File: src/core/baud_timer_pkg.sv
// package for the fractional uart baud timer: register map, fields, carriers
// assumes a single core clock and an 8-bit special function register port
package baud_timer_pkg;

   localparam logic [7:0] BAUD_FRACTION_ADDR = 8'h9D;
   localparam logic [7:0] BAUD_TIMER_CONTROL_ADDR = 8'h9E;
   localparam logic [7:0] BAUD_FRACTION_RESET = 8'h00;
   localparam logic [7:0] BAUD_TIMER_CONTROL_RESET = 8'h00;

   // control register fields
   localparam int BAUD_SOURCE_SELECT_POS = 7;
   localparam int PRESCALE_LSB = 0;
   localparam int PRESCALE_W = 3;
   localparam logic [7:0] CONTROL_IMPL_MASK = 8'h87;

   // fraction register fields
   localparam int FRACTION_LSB = 0;
   localparam int FRACTION_W = 6;
   localparam logic [7:0] FRACTION_IMPL_MASK = 8'h3F;

   // each prescaled step adds this weight; a tick is due once the sum reaches fraction + base
   localparam logic [7:0] FRACTION_BASE = 8'h40;

   // figures of the 9600 baud example: code 6, fraction 12h, tick spacing 64 or 128 cycles
   localparam logic [2:0] EXAMPLE_PRESCALE = 3'h6;
   localparam logic [5:0] EXAMPLE_FRACTION = 6'h12;
   localparam logic [7:0] EXAMPLE_GAP_SHORT = 8'h3F;
   localparam logic [7:0] EXAMPLE_GAP_LONG = 8'h7F;

   typedef enum logic [0:0] {
      MODE_IDLE = 1'b0,
      MODE_RUN = 1'b1
   } mode_t;

   typedef struct packed {
      logic [7:0] addr;
      logic [7:0] wdata;
      logic wr;
      logic rd;
   } reg_req_t;

   typedef struct packed {
      logic timer1_ovf;
      logic timer2_ovf;
      logic rate_double_flag;
      logic tx_clock_select;
      logic rx_clock_select;
   } legacy_baud_t;

   typedef struct packed {
      logic tx_tick;
      logic rx_tick;
   } baud_ticks_t;

endpackage : baud_timer_pkg

File: src/core/uart_fractional_baud_timer.sv
// fractional uart baud timer: prescaler, fractional divider, legacy baud mux
// assumes clk_sys is the core clock and all inputs come from logic on that clock
`timescale 1ns/1ps
`default_nettype none

// Operation
// with the baud source select bit set the uart ticks come from this timer and the rate double and timer 2 clock selects have no effect.
// with the baud source select bit clear the uart ticks come from timer 1 or timer 2 and the rate double flag as usual.
// control bits 6 to 3 and fraction bits 7 and 6 ignore writes and read as zero.
// control bits 2 to 0 pick the binary prescaler, codes 0 to 6 giving divider settings 0 to 6.
// the fraction register keeps a six-bit fraction in bits 5 to 0 that feeds the division.
// the control register sits at 9Eh, resets to zero and has no bit addressing.
// the fraction register sits at 9Dh, resets to zero and has no bit addressing.
// at code 6 and fraction 12h the timer gives 9600 baud from 12.58 MHz within 0.12 percent.
// the bit rate is twice the clock over two to the code minus one times fraction plus 64.
// the timer replaces timer 1 or timer 2 as baud source so those stay free.
// the output is a one-cycle tick at sixteen times the bit rate for transmit and receive.
// register writes act from the next tick period with no spurious tick, and clearing the select restarts the divider.
module uart_fractional_baud_timer (
   input wire logic clk_sys,
   input wire logic nrst,
   input wire baud_timer_pkg::reg_req_t reg_req,
   output logic [7:0] reg_rdata,
   input wire baud_timer_pkg::legacy_baud_t legacy_in,
   output baud_timer_pkg::baud_ticks_t ticks
);

   typedef struct packed {
      logic [7:0] ctrl;
      logic [7:0] frac;
      baud_timer_pkg::mode_t mode;
      logic [2:0] act_div;
      logic [5:0] act_frac;
      logic [6:0] pre_cnt;
      logic [6:0] acc;
      logic t1_half;
      logic [7:0] rdata;
      logic tx_tick;
      logic rx_tick;
   } state_t;

   state_t st_ff;
   state_t nxt_st;

   // all-ones mask of the prescaler count for a given code
   function automatic logic [6:0] prescale_mask(input logic [2:0] code);
      logic [7:0] full;
      full = (8'h01 << code) - 8'h01;
      return full[6:0];
   endfunction : prescale_mask

   logic sel;
   logic pre_en;
   logic [7:0] acc_sum;
   logic [7:0] threshold;
   logic frac_tick;
   logic t1_tick;
   logic leg_tx;
   logic leg_rx;

   always_comb begin
      sel = st_ff.ctrl[baud_timer_pkg::BAUD_SOURCE_SELECT_POS];
      pre_en = (st_ff.pre_cnt == prescale_mask(st_ff.act_div));
      acc_sum = {1'b0, st_ff.acc} + baud_timer_pkg::FRACTION_BASE;
      threshold = {2'b00, st_ff.act_frac} + baud_timer_pkg::FRACTION_BASE;
      // the base weight never exceeds the threshold, so at most one tick per prescaled step
      frac_tick = (st_ff.mode == baud_timer_pkg::MODE_RUN) && pre_en
         && (acc_sum >= threshold);
      // timer 1 path: halved unless the rate double flag is set
      t1_tick = legacy_in.timer1_ovf && (legacy_in.rate_double_flag || st_ff.t1_half);
      leg_tx = legacy_in.tx_clock_select ? legacy_in.timer2_ovf : t1_tick;
      leg_rx = legacy_in.rx_clock_select ? legacy_in.timer2_ovf : t1_tick;
   end

   always_comb begin
      nxt_st = st_ff;
      // register writes; unimplemented bits never store
      if (reg_req.wr && reg_req.addr == baud_timer_pkg::BAUD_TIMER_CONTROL_ADDR) begin
         nxt_st.ctrl = reg_req.wdata & baud_timer_pkg::CONTROL_IMPL_MASK;
      end
      if (reg_req.wr && reg_req.addr == baud_timer_pkg::BAUD_FRACTION_ADDR) begin
         nxt_st.frac = reg_req.wdata & baud_timer_pkg::FRACTION_IMPL_MASK;
      end
      // read data one cycle later; unmapped addresses read zero
      nxt_st.rdata = 8'h00;
      if (reg_req.rd) begin
         case (reg_req.addr)
            baud_timer_pkg::BAUD_TIMER_CONTROL_ADDR: nxt_st.rdata = st_ff.ctrl;
            baud_timer_pkg::BAUD_FRACTION_ADDR: nxt_st.rdata = st_ff.frac;
            default: nxt_st.rdata = 8'h00;
         endcase
      end
      // legacy timer 1 halving toggle
      if (legacy_in.timer1_ovf && !legacy_in.rate_double_flag) begin
         nxt_st.t1_half = !st_ff.t1_half;
      end
      // fractional divider
      case (st_ff.mode)
         baud_timer_pkg::MODE_IDLE: begin
            nxt_st.pre_cnt = 7'h00;
            nxt_st.acc = 7'h00;
            if (sel) begin
               nxt_st.mode = baud_timer_pkg::MODE_RUN;
               nxt_st.act_div = st_ff.ctrl[baud_timer_pkg::PRESCALE_LSB +: baud_timer_pkg::PRESCALE_W];
               nxt_st.act_frac = st_ff.frac[baud_timer_pkg::FRACTION_LSB +: baud_timer_pkg::FRACTION_W];
            end
         end
         baud_timer_pkg::MODE_RUN: begin
            if (!sel) begin
               // restart from zero; the shadow settings reload on the next enable
               nxt_st.mode = baud_timer_pkg::MODE_IDLE;
               nxt_st.pre_cnt = 7'h00;
               nxt_st.acc = 7'h00;
            end else if (pre_en) begin
               nxt_st.pre_cnt = 7'h00;
               if (frac_tick) begin
                  nxt_st.acc = 7'(acc_sum - threshold);
                  // new settings only at a tick boundary, so a period is never cut short
                  nxt_st.act_div = st_ff.ctrl[baud_timer_pkg::PRESCALE_LSB +: baud_timer_pkg::PRESCALE_W];
                  nxt_st.act_frac = st_ff.frac[baud_timer_pkg::FRACTION_LSB +: baud_timer_pkg::FRACTION_W];
               end else begin
                  nxt_st.acc = acc_sum[6:0];
               end
            end else begin
               nxt_st.pre_cnt = st_ff.pre_cnt + 7'h01;
            end
         end
         default: begin
            nxt_st.mode = baud_timer_pkg::MODE_IDLE;
         end
      endcase
      // source mux: this timer overrides both legacy selects and the rate double flag
      nxt_st.tx_tick = sel ? frac_tick : leg_tx;
      nxt_st.rx_tick = sel ? frac_tick : leg_rx;
   end

   always_ff @(posedge clk_sys) begin
      if (!nrst) begin
         st_ff <= '{ctrl: baud_timer_pkg::BAUD_TIMER_CONTROL_RESET,
                    frac: baud_timer_pkg::BAUD_FRACTION_RESET,
                    mode: baud_timer_pkg::MODE_IDLE,
                    default: '0};
      end else begin
         st_ff <= nxt_st;
      end
   end

   assign reg_rdata = st_ff.rdata;
   assign ticks.tx_tick = st_ff.tx_tick;
   assign ticks.rx_tick = st_ff.rx_tick;

   // helper: cycles since the last tick, and whether the example setting governs the interval
   logic [7:0] gap_ff;
   logic seen_ff;

   always_ff @(posedge clk_sys) begin
      if (!nrst) begin
         gap_ff <= 8'h00;
         seen_ff <= 1'b0;
      end else if (frac_tick) begin
         gap_ff <= 8'h00;
         seen_ff <= (nxt_st.act_div == baud_timer_pkg::EXAMPLE_PRESCALE)
            && (nxt_st.act_frac == baud_timer_pkg::EXAMPLE_FRACTION);
      end else begin
         if (gap_ff != 8'hFF) begin
            gap_ff <= gap_ff + 8'h01;
         end
         seen_ff <= seen_ff && sel;
      end
   end

   a_ctrl_reset_zero: assert property (@(posedge clk_sys) $rose(nrst) |->
      (st_ff.ctrl == 8'h00 && st_ff.frac == 8'h00 && !ticks.tx_tick))
      else $error("registers not zero after reset");

   a_ctrl_unimpl_bits: assert property (@(posedge clk_sys) disable iff (!nrst)
      reg_req.wr && reg_req.addr == 8'h9E |=> st_ff.ctrl[6:3] == 4'h0
         && st_ff.ctrl[2:0] == $past(reg_req.wdata[2:0]))
      else $error("control write stored wrong bits");

   a_fraction_write: assert property (@(posedge clk_sys) disable iff (!nrst)
      reg_req.wr && reg_req.addr == 8'h9D |=> st_ff.frac == {2'b00, $past(reg_req.wdata[5:0])})
      else $error("fraction write stored wrong value");

   a_read_control: assert property (@(posedge clk_sys) disable iff (!nrst)
      reg_req.rd && reg_req.addr == 8'h9E |=> reg_rdata == $past(st_ff.ctrl))
      else $error("control read data wrong");

   a_read_unmapped: assert property (@(posedge clk_sys) disable iff (!nrst)
      reg_req.rd && reg_req.addr != 8'h9D && reg_req.addr != 8'h9E |=> reg_rdata == 8'h00)
      else $error("unmapped read not zero");

   a_legacy_timer2: assert property (@(posedge clk_sys) disable iff (!nrst)
      !sel && legacy_in.tx_clock_select |=> ticks.tx_tick == $past(legacy_in.timer2_ovf))
      else $error("legacy transmit tick not from timer 2");

   a_source_override: assert property (@(posedge clk_sys) disable iff (!nrst)
      sel |=> ticks.tx_tick == ticks.rx_tick && ticks.tx_tick == $past(frac_tick))
      else $error("timer ticks not in control of the uart");

   a_restart_clear: assert property (@(posedge clk_sys) disable iff (!nrst)
      $fell(sel) |=> st_ff.acc == 7'h00 && st_ff.pre_cnt == 7'h00 && !frac_tick)
      else $error("divider not restarted when select cleared");

   a_legacy_rx_timer2: assert property (@(posedge clk_sys) disable iff (!nrst)
      !sel && legacy_in.rx_clock_select |=> ticks.rx_tick == $past(legacy_in.timer2_ovf))
      else $error("legacy receive tick not from timer 2");

   a_timer1_halved: assert property (@(posedge clk_sys) disable iff (!nrst)
      !sel && !legacy_in.tx_clock_select && legacy_in.timer1_ovf
         && !legacy_in.rate_double_flag && !st_ff.t1_half |=> !ticks.tx_tick)
      else $error("timer 1 overflow not halved");

   a_settings_hold: assert property (@(posedge clk_sys) disable iff (!nrst)
      sel && st_ff.mode == baud_timer_pkg::MODE_RUN && !frac_tick
         |=> $stable(st_ff.act_div) && $stable(st_ff.act_frac))
      else $error("divider settings changed between ticks");

   a_example_spacing: assert property (@(posedge clk_sys) disable iff (!nrst)
      frac_tick && seen_ff |-> gap_ff == baud_timer_pkg::EXAMPLE_GAP_SHORT
         || gap_ff == baud_timer_pkg::EXAMPLE_GAP_LONG)
      else $error("tick spacing wrong for the 9600 baud setting");

endmodule : uart_fractional_baud_timer

`default_nettype wire

File: config.mk
export PLATFORM = sky130hd
export DESIGN_NAME = uart_fractional_baud_timer
export DESIGN_NICKNAME = d
export VERILOG_FILES = /design/src/core/baud_timer_pkg.sv /design/src/core/uart_fractional_baud_timer.sv
export SDC_FILE = /design/constraint.sdc
export NUM_CORES = 1
export LEC_CHECK = 0
export ABC_AREA = 1
export BUFFER_PORTS_ARGS = -buffer_cell sky130_fd_sc_hd__buf_4
export CORE_ASPECT_RATIO = 1.2
export CORE_MARGIN = 3
export CORE_UTILIZATION = 55
export DETAILED_ROUTE_END_ITERATION = 10
export GPL_TIMING_DRIVEN = 1
export PLACE_DENSITY = 0.81
export SLEW_MARGIN = 20
export SYNTH_ARGS = -nofsm -noshare
export SYNTH_HDL_FRONTEND = slang
export SYNTH_SLANG_ARGS = --single-unit
File: constraint.sdc
create_clock -name clk_sys -period 2.48 [get_ports clk_sys]
set_clock_uncertainty 0.05 [all_clocks]
set_input_delay 0.248 -clock clk_sys [delete_from_list [all_inputs] [get_ports clk_sys]]
set_output_delay 0.248 -clock clk_sys [all_outputs]
set_load 0.02 [all_outputs]
==> metrics.txt, run 1 <==
Fill cells 355; ANT cells 0; CTS buffer count 5; Final Hold Viols 0; Initial Utilization 58.3%; total clock sinks 44; outcome finished, final reports clean; Area Growth Syn to Fin 12.0%; final slew viol count 0; most frequent cells in the layout 58 x nand2_1, 44 x inv_1, 44 x dfxtp_1; clk_lat worst skew 0.29 ns; GP Congestion 0.860; I/O pin count 35; global-route wire length before repair 7.98 mm; setup bufs post-CTS 0; CP endpoint kind flop; final setup violation count 0; vias in the first global route 1,908; sequential area share after synthesis 37.5%; post-DP HPWL 3.40 mm; Syn Inst Count 325; Pleak 1.18 nW; die area 5100 sq um; post_cts resized 0; largest net degree at the start of global routing 24; synth warn 0; HP Class in2reg; WL/cell 10.9 microns; Syn Area/Cell 7.23 sq um; kind of critical path reg2reg; drc violations 0; die width 65.7 microns; RSZ-0062 raised after global routing no; Longest Clk Path Bufs 2; Post-Syn Area 2350 sq um; Clock transition at path regs 0.08 ns; Via Count 2,043; final layout net count 379; CTS tree done; Yosys top cell area share 37.5%; ratio of routed vias to standard cells 5.09; Area after DPL 2520 sq um; final core utilization 65.2%; register bit count reported by yosys 44; drt initial violations 59; achievable frequency 478 MHz; commonest non-fill, non-tap cell in the layout nand2_1; share of cells above drive strength 1 16.7%; post-synth cell types 34; Power per Cell Area 504 nW/um^2; CP Data Arrival Time 2.28 ns; Max Cap Viol 0; Synthesized Nets 358; Root Driver clkbuf_8; GRT overflow 0; number of antenna violations at the first check in global routing 0; DRT Wirelength 4.37 mm; ANT nets after route 0; CP Data Required Time 2.67 ns; H-tree Lvls 2; Tcrit/Tclk final 84.3%; gr usage total 19.3%; Die Ht 77.6 microns; Worst setup SP type flop; std cell rows 25; DR pass1 iterations 4; PortBufs 32; top post-synthesis cells by area dfxtp_1 37%, nand2_1 9.3%, inv_1 7.0%; Final min period 2.09 ns; Sum Neg Setup Slack 0 ns; Post-CTS Hold Buffers 0; CP Max Fanout 18; finished layout cell area 2630 sq um; maximum vdd drop 0.000466 V; core area 4040 sq um; post-synth top area cell dfxtp_1
==> state kept, by name, summed over array words and instances (netlist names) <==
register	cells
reg_rdata	7
sel	1
st_ff	34
ticks	2
==> critical path, stage by stage, from the launching register on <==
cell,delay (ns)
dfxtp_1,0.37
ha_1,0.15
inv_1,0.07
fa_1,0.39
nand2_1,0.09
nand2_1,0.11
nand3_2,0.10
nand3_4,0.12
nand3_4,0.17
nand2_4,0.16
nand3_1,0.12
nand2_1,0.06
nor2_1,0.08
==> stage by stage <==
step / hold slack, ns / cells / setup slack [ns] / total power [W]
6_report: 0.145 / 401 / 0.388 / 0.00133
5_1_grt: 0.156 / 401 / 0.167 / 0.00138
4_1_cts: 0.147 / 401 / 0.376 / 0.00134
3_5_place_dp: 0.421 / 393 / 0.394 / 0.000803
3_3_place_gp: 0.408 / 393 / 0.415 / 0.000800
2_1_floorplan: 0.336 / 325 / 0.534 / 0.000768
==> cells by family after synthesis <==
logic type	synth area share [%]
simple gates	29.8
buf+inv	13.8
compound gates	13.1
flops	37.5
fa+ha+maj	4.58
xor+xnor	1.12
other cells	0.160
==> routing by layer <==
metal | vias to the layer above | routed length [microns] | track usage (%)
met5 | - | 0 | 0
met3 | 5 | 204 | 4.49
met1 | 912 | 1830 | 22.2
met4 | 0 | 59 | 6.02
met2 | 48 | 2280 | 34.6
li1 | 1078 | - | -
==> layout make-up <==
| class | instances | area [sq um] | area share [%] |
|---|---|---|---|
| Multi-Input combinational cell | 215 | 1150 | 43.5 |
| Sequential cell | 44 | 881 | 33.5 |
| Timing Repair Buffer | 33 | 248 | 9.41 |
| Inverter | 47 | 179 | 6.80 |
| Clock buffer | 5 | 68.8 | 2.61 |
| Tap cell | 54 | 67.6 | 2.57 |
| Clock inverter | 3 | 42.5 | 1.62 |
==> synth_stat cells, drive strengths merged <==
| master | count |
|---|---|
| nand4 | 5 |
| nand2 | 61 |
| a21o | 1 |
| conb | 1 |
| nor3 | 6 |
| fa | 1 |
| inv | 45 |
| buf | 15 |
| clkinv | 2 |
| o22ai | 3 |
| o211ai | 2 |
| nor3b | 3 |
| or2 | 1 |
| ha | 7 |
| clkbuf | 4 |
| a21oi | 33 |
| nor4 | 1 |
| o21ai | 15 |
| nor2 | 36 |
| nand3 | 36 |
| xor2 | 3 |
| dfxtp | 44 |
==> where the power goes <==
group	switching, W	internal (W)	total, W
clock network	0.000242	0.000298	0.000540
logic	0.0000369	0.0000369	0.0000739
registers	0.00000185	0.000710	0.000712
==> final timing paths <==
| kind | startpoint | end | slack, ns | cells past startpoint |
|---|---|---|---|---|
| worst max-delay path | st_ff[25] | st_ff[33] | 0.39 | 12 |
| worst min-delay path | legacy_in[2] | st_ff[10] | 0.15 | 3 |
| worst max register to register | st_ff[25] | st_ff[33] | 0.39 | 12 |
| worst min register to register | st_ff[45] | st_ff[45] | 0.43 | 2 |
(Power assumes the default switching activity.)
==> inputs of run 2 (changes only) <==
- CORE_UTILIZATION: 55 -> 51
- PLACE_DENSITY: 0.81 -> 0.79
- clock period: 2.48 -> 1.75 ns (I/O delays scaled with it)
==> metrics.txt, run 2 (synthesized netlist as in run 1, its figures left out) <==
dpl cells 410 (was 393); kind of critical path reg2reg (unchanged); Final WS setup -0.0521 ns (was 0.388 ns); Tcrit/Tclk final 103% (was 84.3%); outcome finished, violations left (was finished, final reports clean); vias in the first global route 1,972 (was 1,908); I/O pin count 35 (unchanged); ratio of routed vias to standard cells 5.02 (was 5.09); core area 4360 sq um (was 4040 sq um); Area after DPL 2660 sq um (was 2520 sq um); die width 68.0 microns (was 65.7 microns); CTS buffer count 5 (unchanged); gr usage total 18.8% (was 19.3%); DRT Wirelength 4.72 mm (was 4.37 mm); GRT overflow 0 (unchanged); Via Count 2,115 (was 2,043); die area 5460 sq um (was 5100 sq um); post-DP HPWL 3.57 mm (was 3.40 mm); Final Hold Viols 0 (unchanged); H-tree Lvls 2 (unchanged); CP Data Arrival Time 1.97 ns (was 2.28 ns); Pwr Total 0.00176 W (was 0.00133 W); final slew viol count 0 (unchanged); Clock transition at path regs 0.08 ns (about the same); Worst setup SP type flop (unchanged); HP Class in2reg (unchanged); power share of the sequential group 57.2% (was 53.7%); CP endpoint kind flop (unchanged); Switching Fraction 21.9% (was 21.2%); Reg with most FFs st_ff (unchanged); Post-CTS Hold Buffers 0 (unchanged); DR pass1 iterations 4 (unchanged); Die Ht 80.4 microns (was 77.6 microns); drc violations 0 (unchanged); Switching Power 0.000387 W (was 0.000281 W); failing checks setup timing; clock power share 36.5% (was 40.7%); CTS tree done (unchanged); achievable frequency 555 MHz (was 478 MHz); max reg flops 34 (unchanged); final layout net count 397 (was 379); Place WS -0.0807 ns (was 0.394 ns); post-route insts no fill 421 (was 401); Internal 0.00138 W (was 0.00104 W); final setup violation count 16 (was 0); maximum vdd drop 0.000646 V (was 0.000466 V); commonest non-fill, non-tap cell in the layout nand2_1 (unchanged); ANT cells 0 (unchanged); Longest Clk Path Bufs 2 (unchanged); Max Cap Viol 0 (unchanged); global-route wire length before repair 8.16 mm (was 7.98 mm); most frequent cells in the layout 56 x nand2_1, 49 x buf_4, 41 x inv_1 (was 58 x nand2_1, 44 x inv_1, 44 x dfxtp_1); finished layout cell area 2870 sq um (was 2630 sq um); Comb power frac 6.3% (was 5.6%); drt initial violations 59 (unchanged); Initial Utilization 53.9% (was 58.3%); largest net degree at the start of global routing 24 (unchanged); CP Max Fanout 6 (was 18); std cell rows 26 (was 25); CP Data Required Time 1.92 ns (was 2.67 ns); GP Congestion 0.825 (was 0.860); ANT nets after route 0 (unchanged); Final min period 1.80 ns (was 2.09 ns); number of antenna violations at the first check in global routing 0 (unchanged); clk_lat worst skew 0.28 ns (was 0.29 ns); Root Driver clkbuf_8 (unchanged); Power per Cell Area 615 nW/um^2 (was 504 nW/um^2); RSZ-0062 raised after global routing yes (was no); WL/cell 11.2 microns (was 10.9 microns); share of cells above drive strength 1 28.2% (was 16.7%); Pleak 1.25 nW (was 1.18 nW); Area Growth Syn to Fin 22.1% (was 12.0%); PortBufs 32 (unchanged); total clock sinks 44 (unchanged); final core utilization 65.9% (was 65.2%)
## run 2: path summary, 6_finish.rpt
path / depth (start not counted) / slack (ns) / end / from
max reg2reg: 12 / -0.05 / st_ff[14] / st_ff[11]
max: 12 / -0.05 / st_ff[14] / st_ff[11]
min: 3 / 0.08 / st_ff[10] / legacy_in[2]
min reg2reg: 2 / 0.44 / st_ff[15] / st_ff[15]
## run 2: power groups by stage
stage / Sequential (W) / Combinational, W / Clock (W)
2_1_floorplan: 0.00103 / 0.0000571 / 0
3_3_place_gp: 0.00103 / 0.000105 / 0
3_5_place_dp: 0.00103 / 0.000108 / 0
4_1_cts: 0.00101 / 0.000110 / 0.000657
5_1_grt: 0.00101 / 0.000125 / 0.000691
6_report: 0.00101 / 0.000111 / 0.000644
## run 2: final cells by class
class / count / area, sq um
clock buffers: 6 / 82.6
clock inverters: 2 / 10.0
fillers: 389 / 1490
inverters: 47 / 179
multi-input cells: 216 / 1260
flip-flops and latches: 44 / 888
well taps: 56 / 70.1
repair buffers: 50 / 379
## run 2: metal layers
layer	routed length [microns]	share of wire, %	vias up	track usage [%]
met5	0	0	-	0
met4	20	0.42	0	3.78
met3	180	3.8	2	3.22
met2	2510	53	42	34.6
met1	2010	43	952	22.2
li1	-	-	1119	-
## run 2: critical path: stages (launching register included)
cell and delay, ns:
dfxtp_2 0.33, inv_2 0.06, ha_4 0.12, inv_2 0.03, fa_2 0.34, nand2_2 0.09, nand2_2 0.06, nand3_2 0.08
nand3_4 0.09, nand3_4 0.14, buf_6 0.15, nand3_1 0.07, a21oi_1 0.13
## run 2: stage by stage
step	TNS (ns)	hold WS (ns)
2_1_floorplan	-0.745	0.263
3_3_place_gp	-0.242	0.369
3_5_place_dp	-0.714	0.378
4_1_cts	-0.391	0.0748
5_1_grt	-2.46	0.108
6_report	-0.495	0.0759
## run 2: what timing repair did
action,4_1_cts,5_1_grt
gates resized for setup,8,14
cloned,1,0
endpoints found under the setup margin,16,19
buffers inserted,2,0
pin swaps,5,8
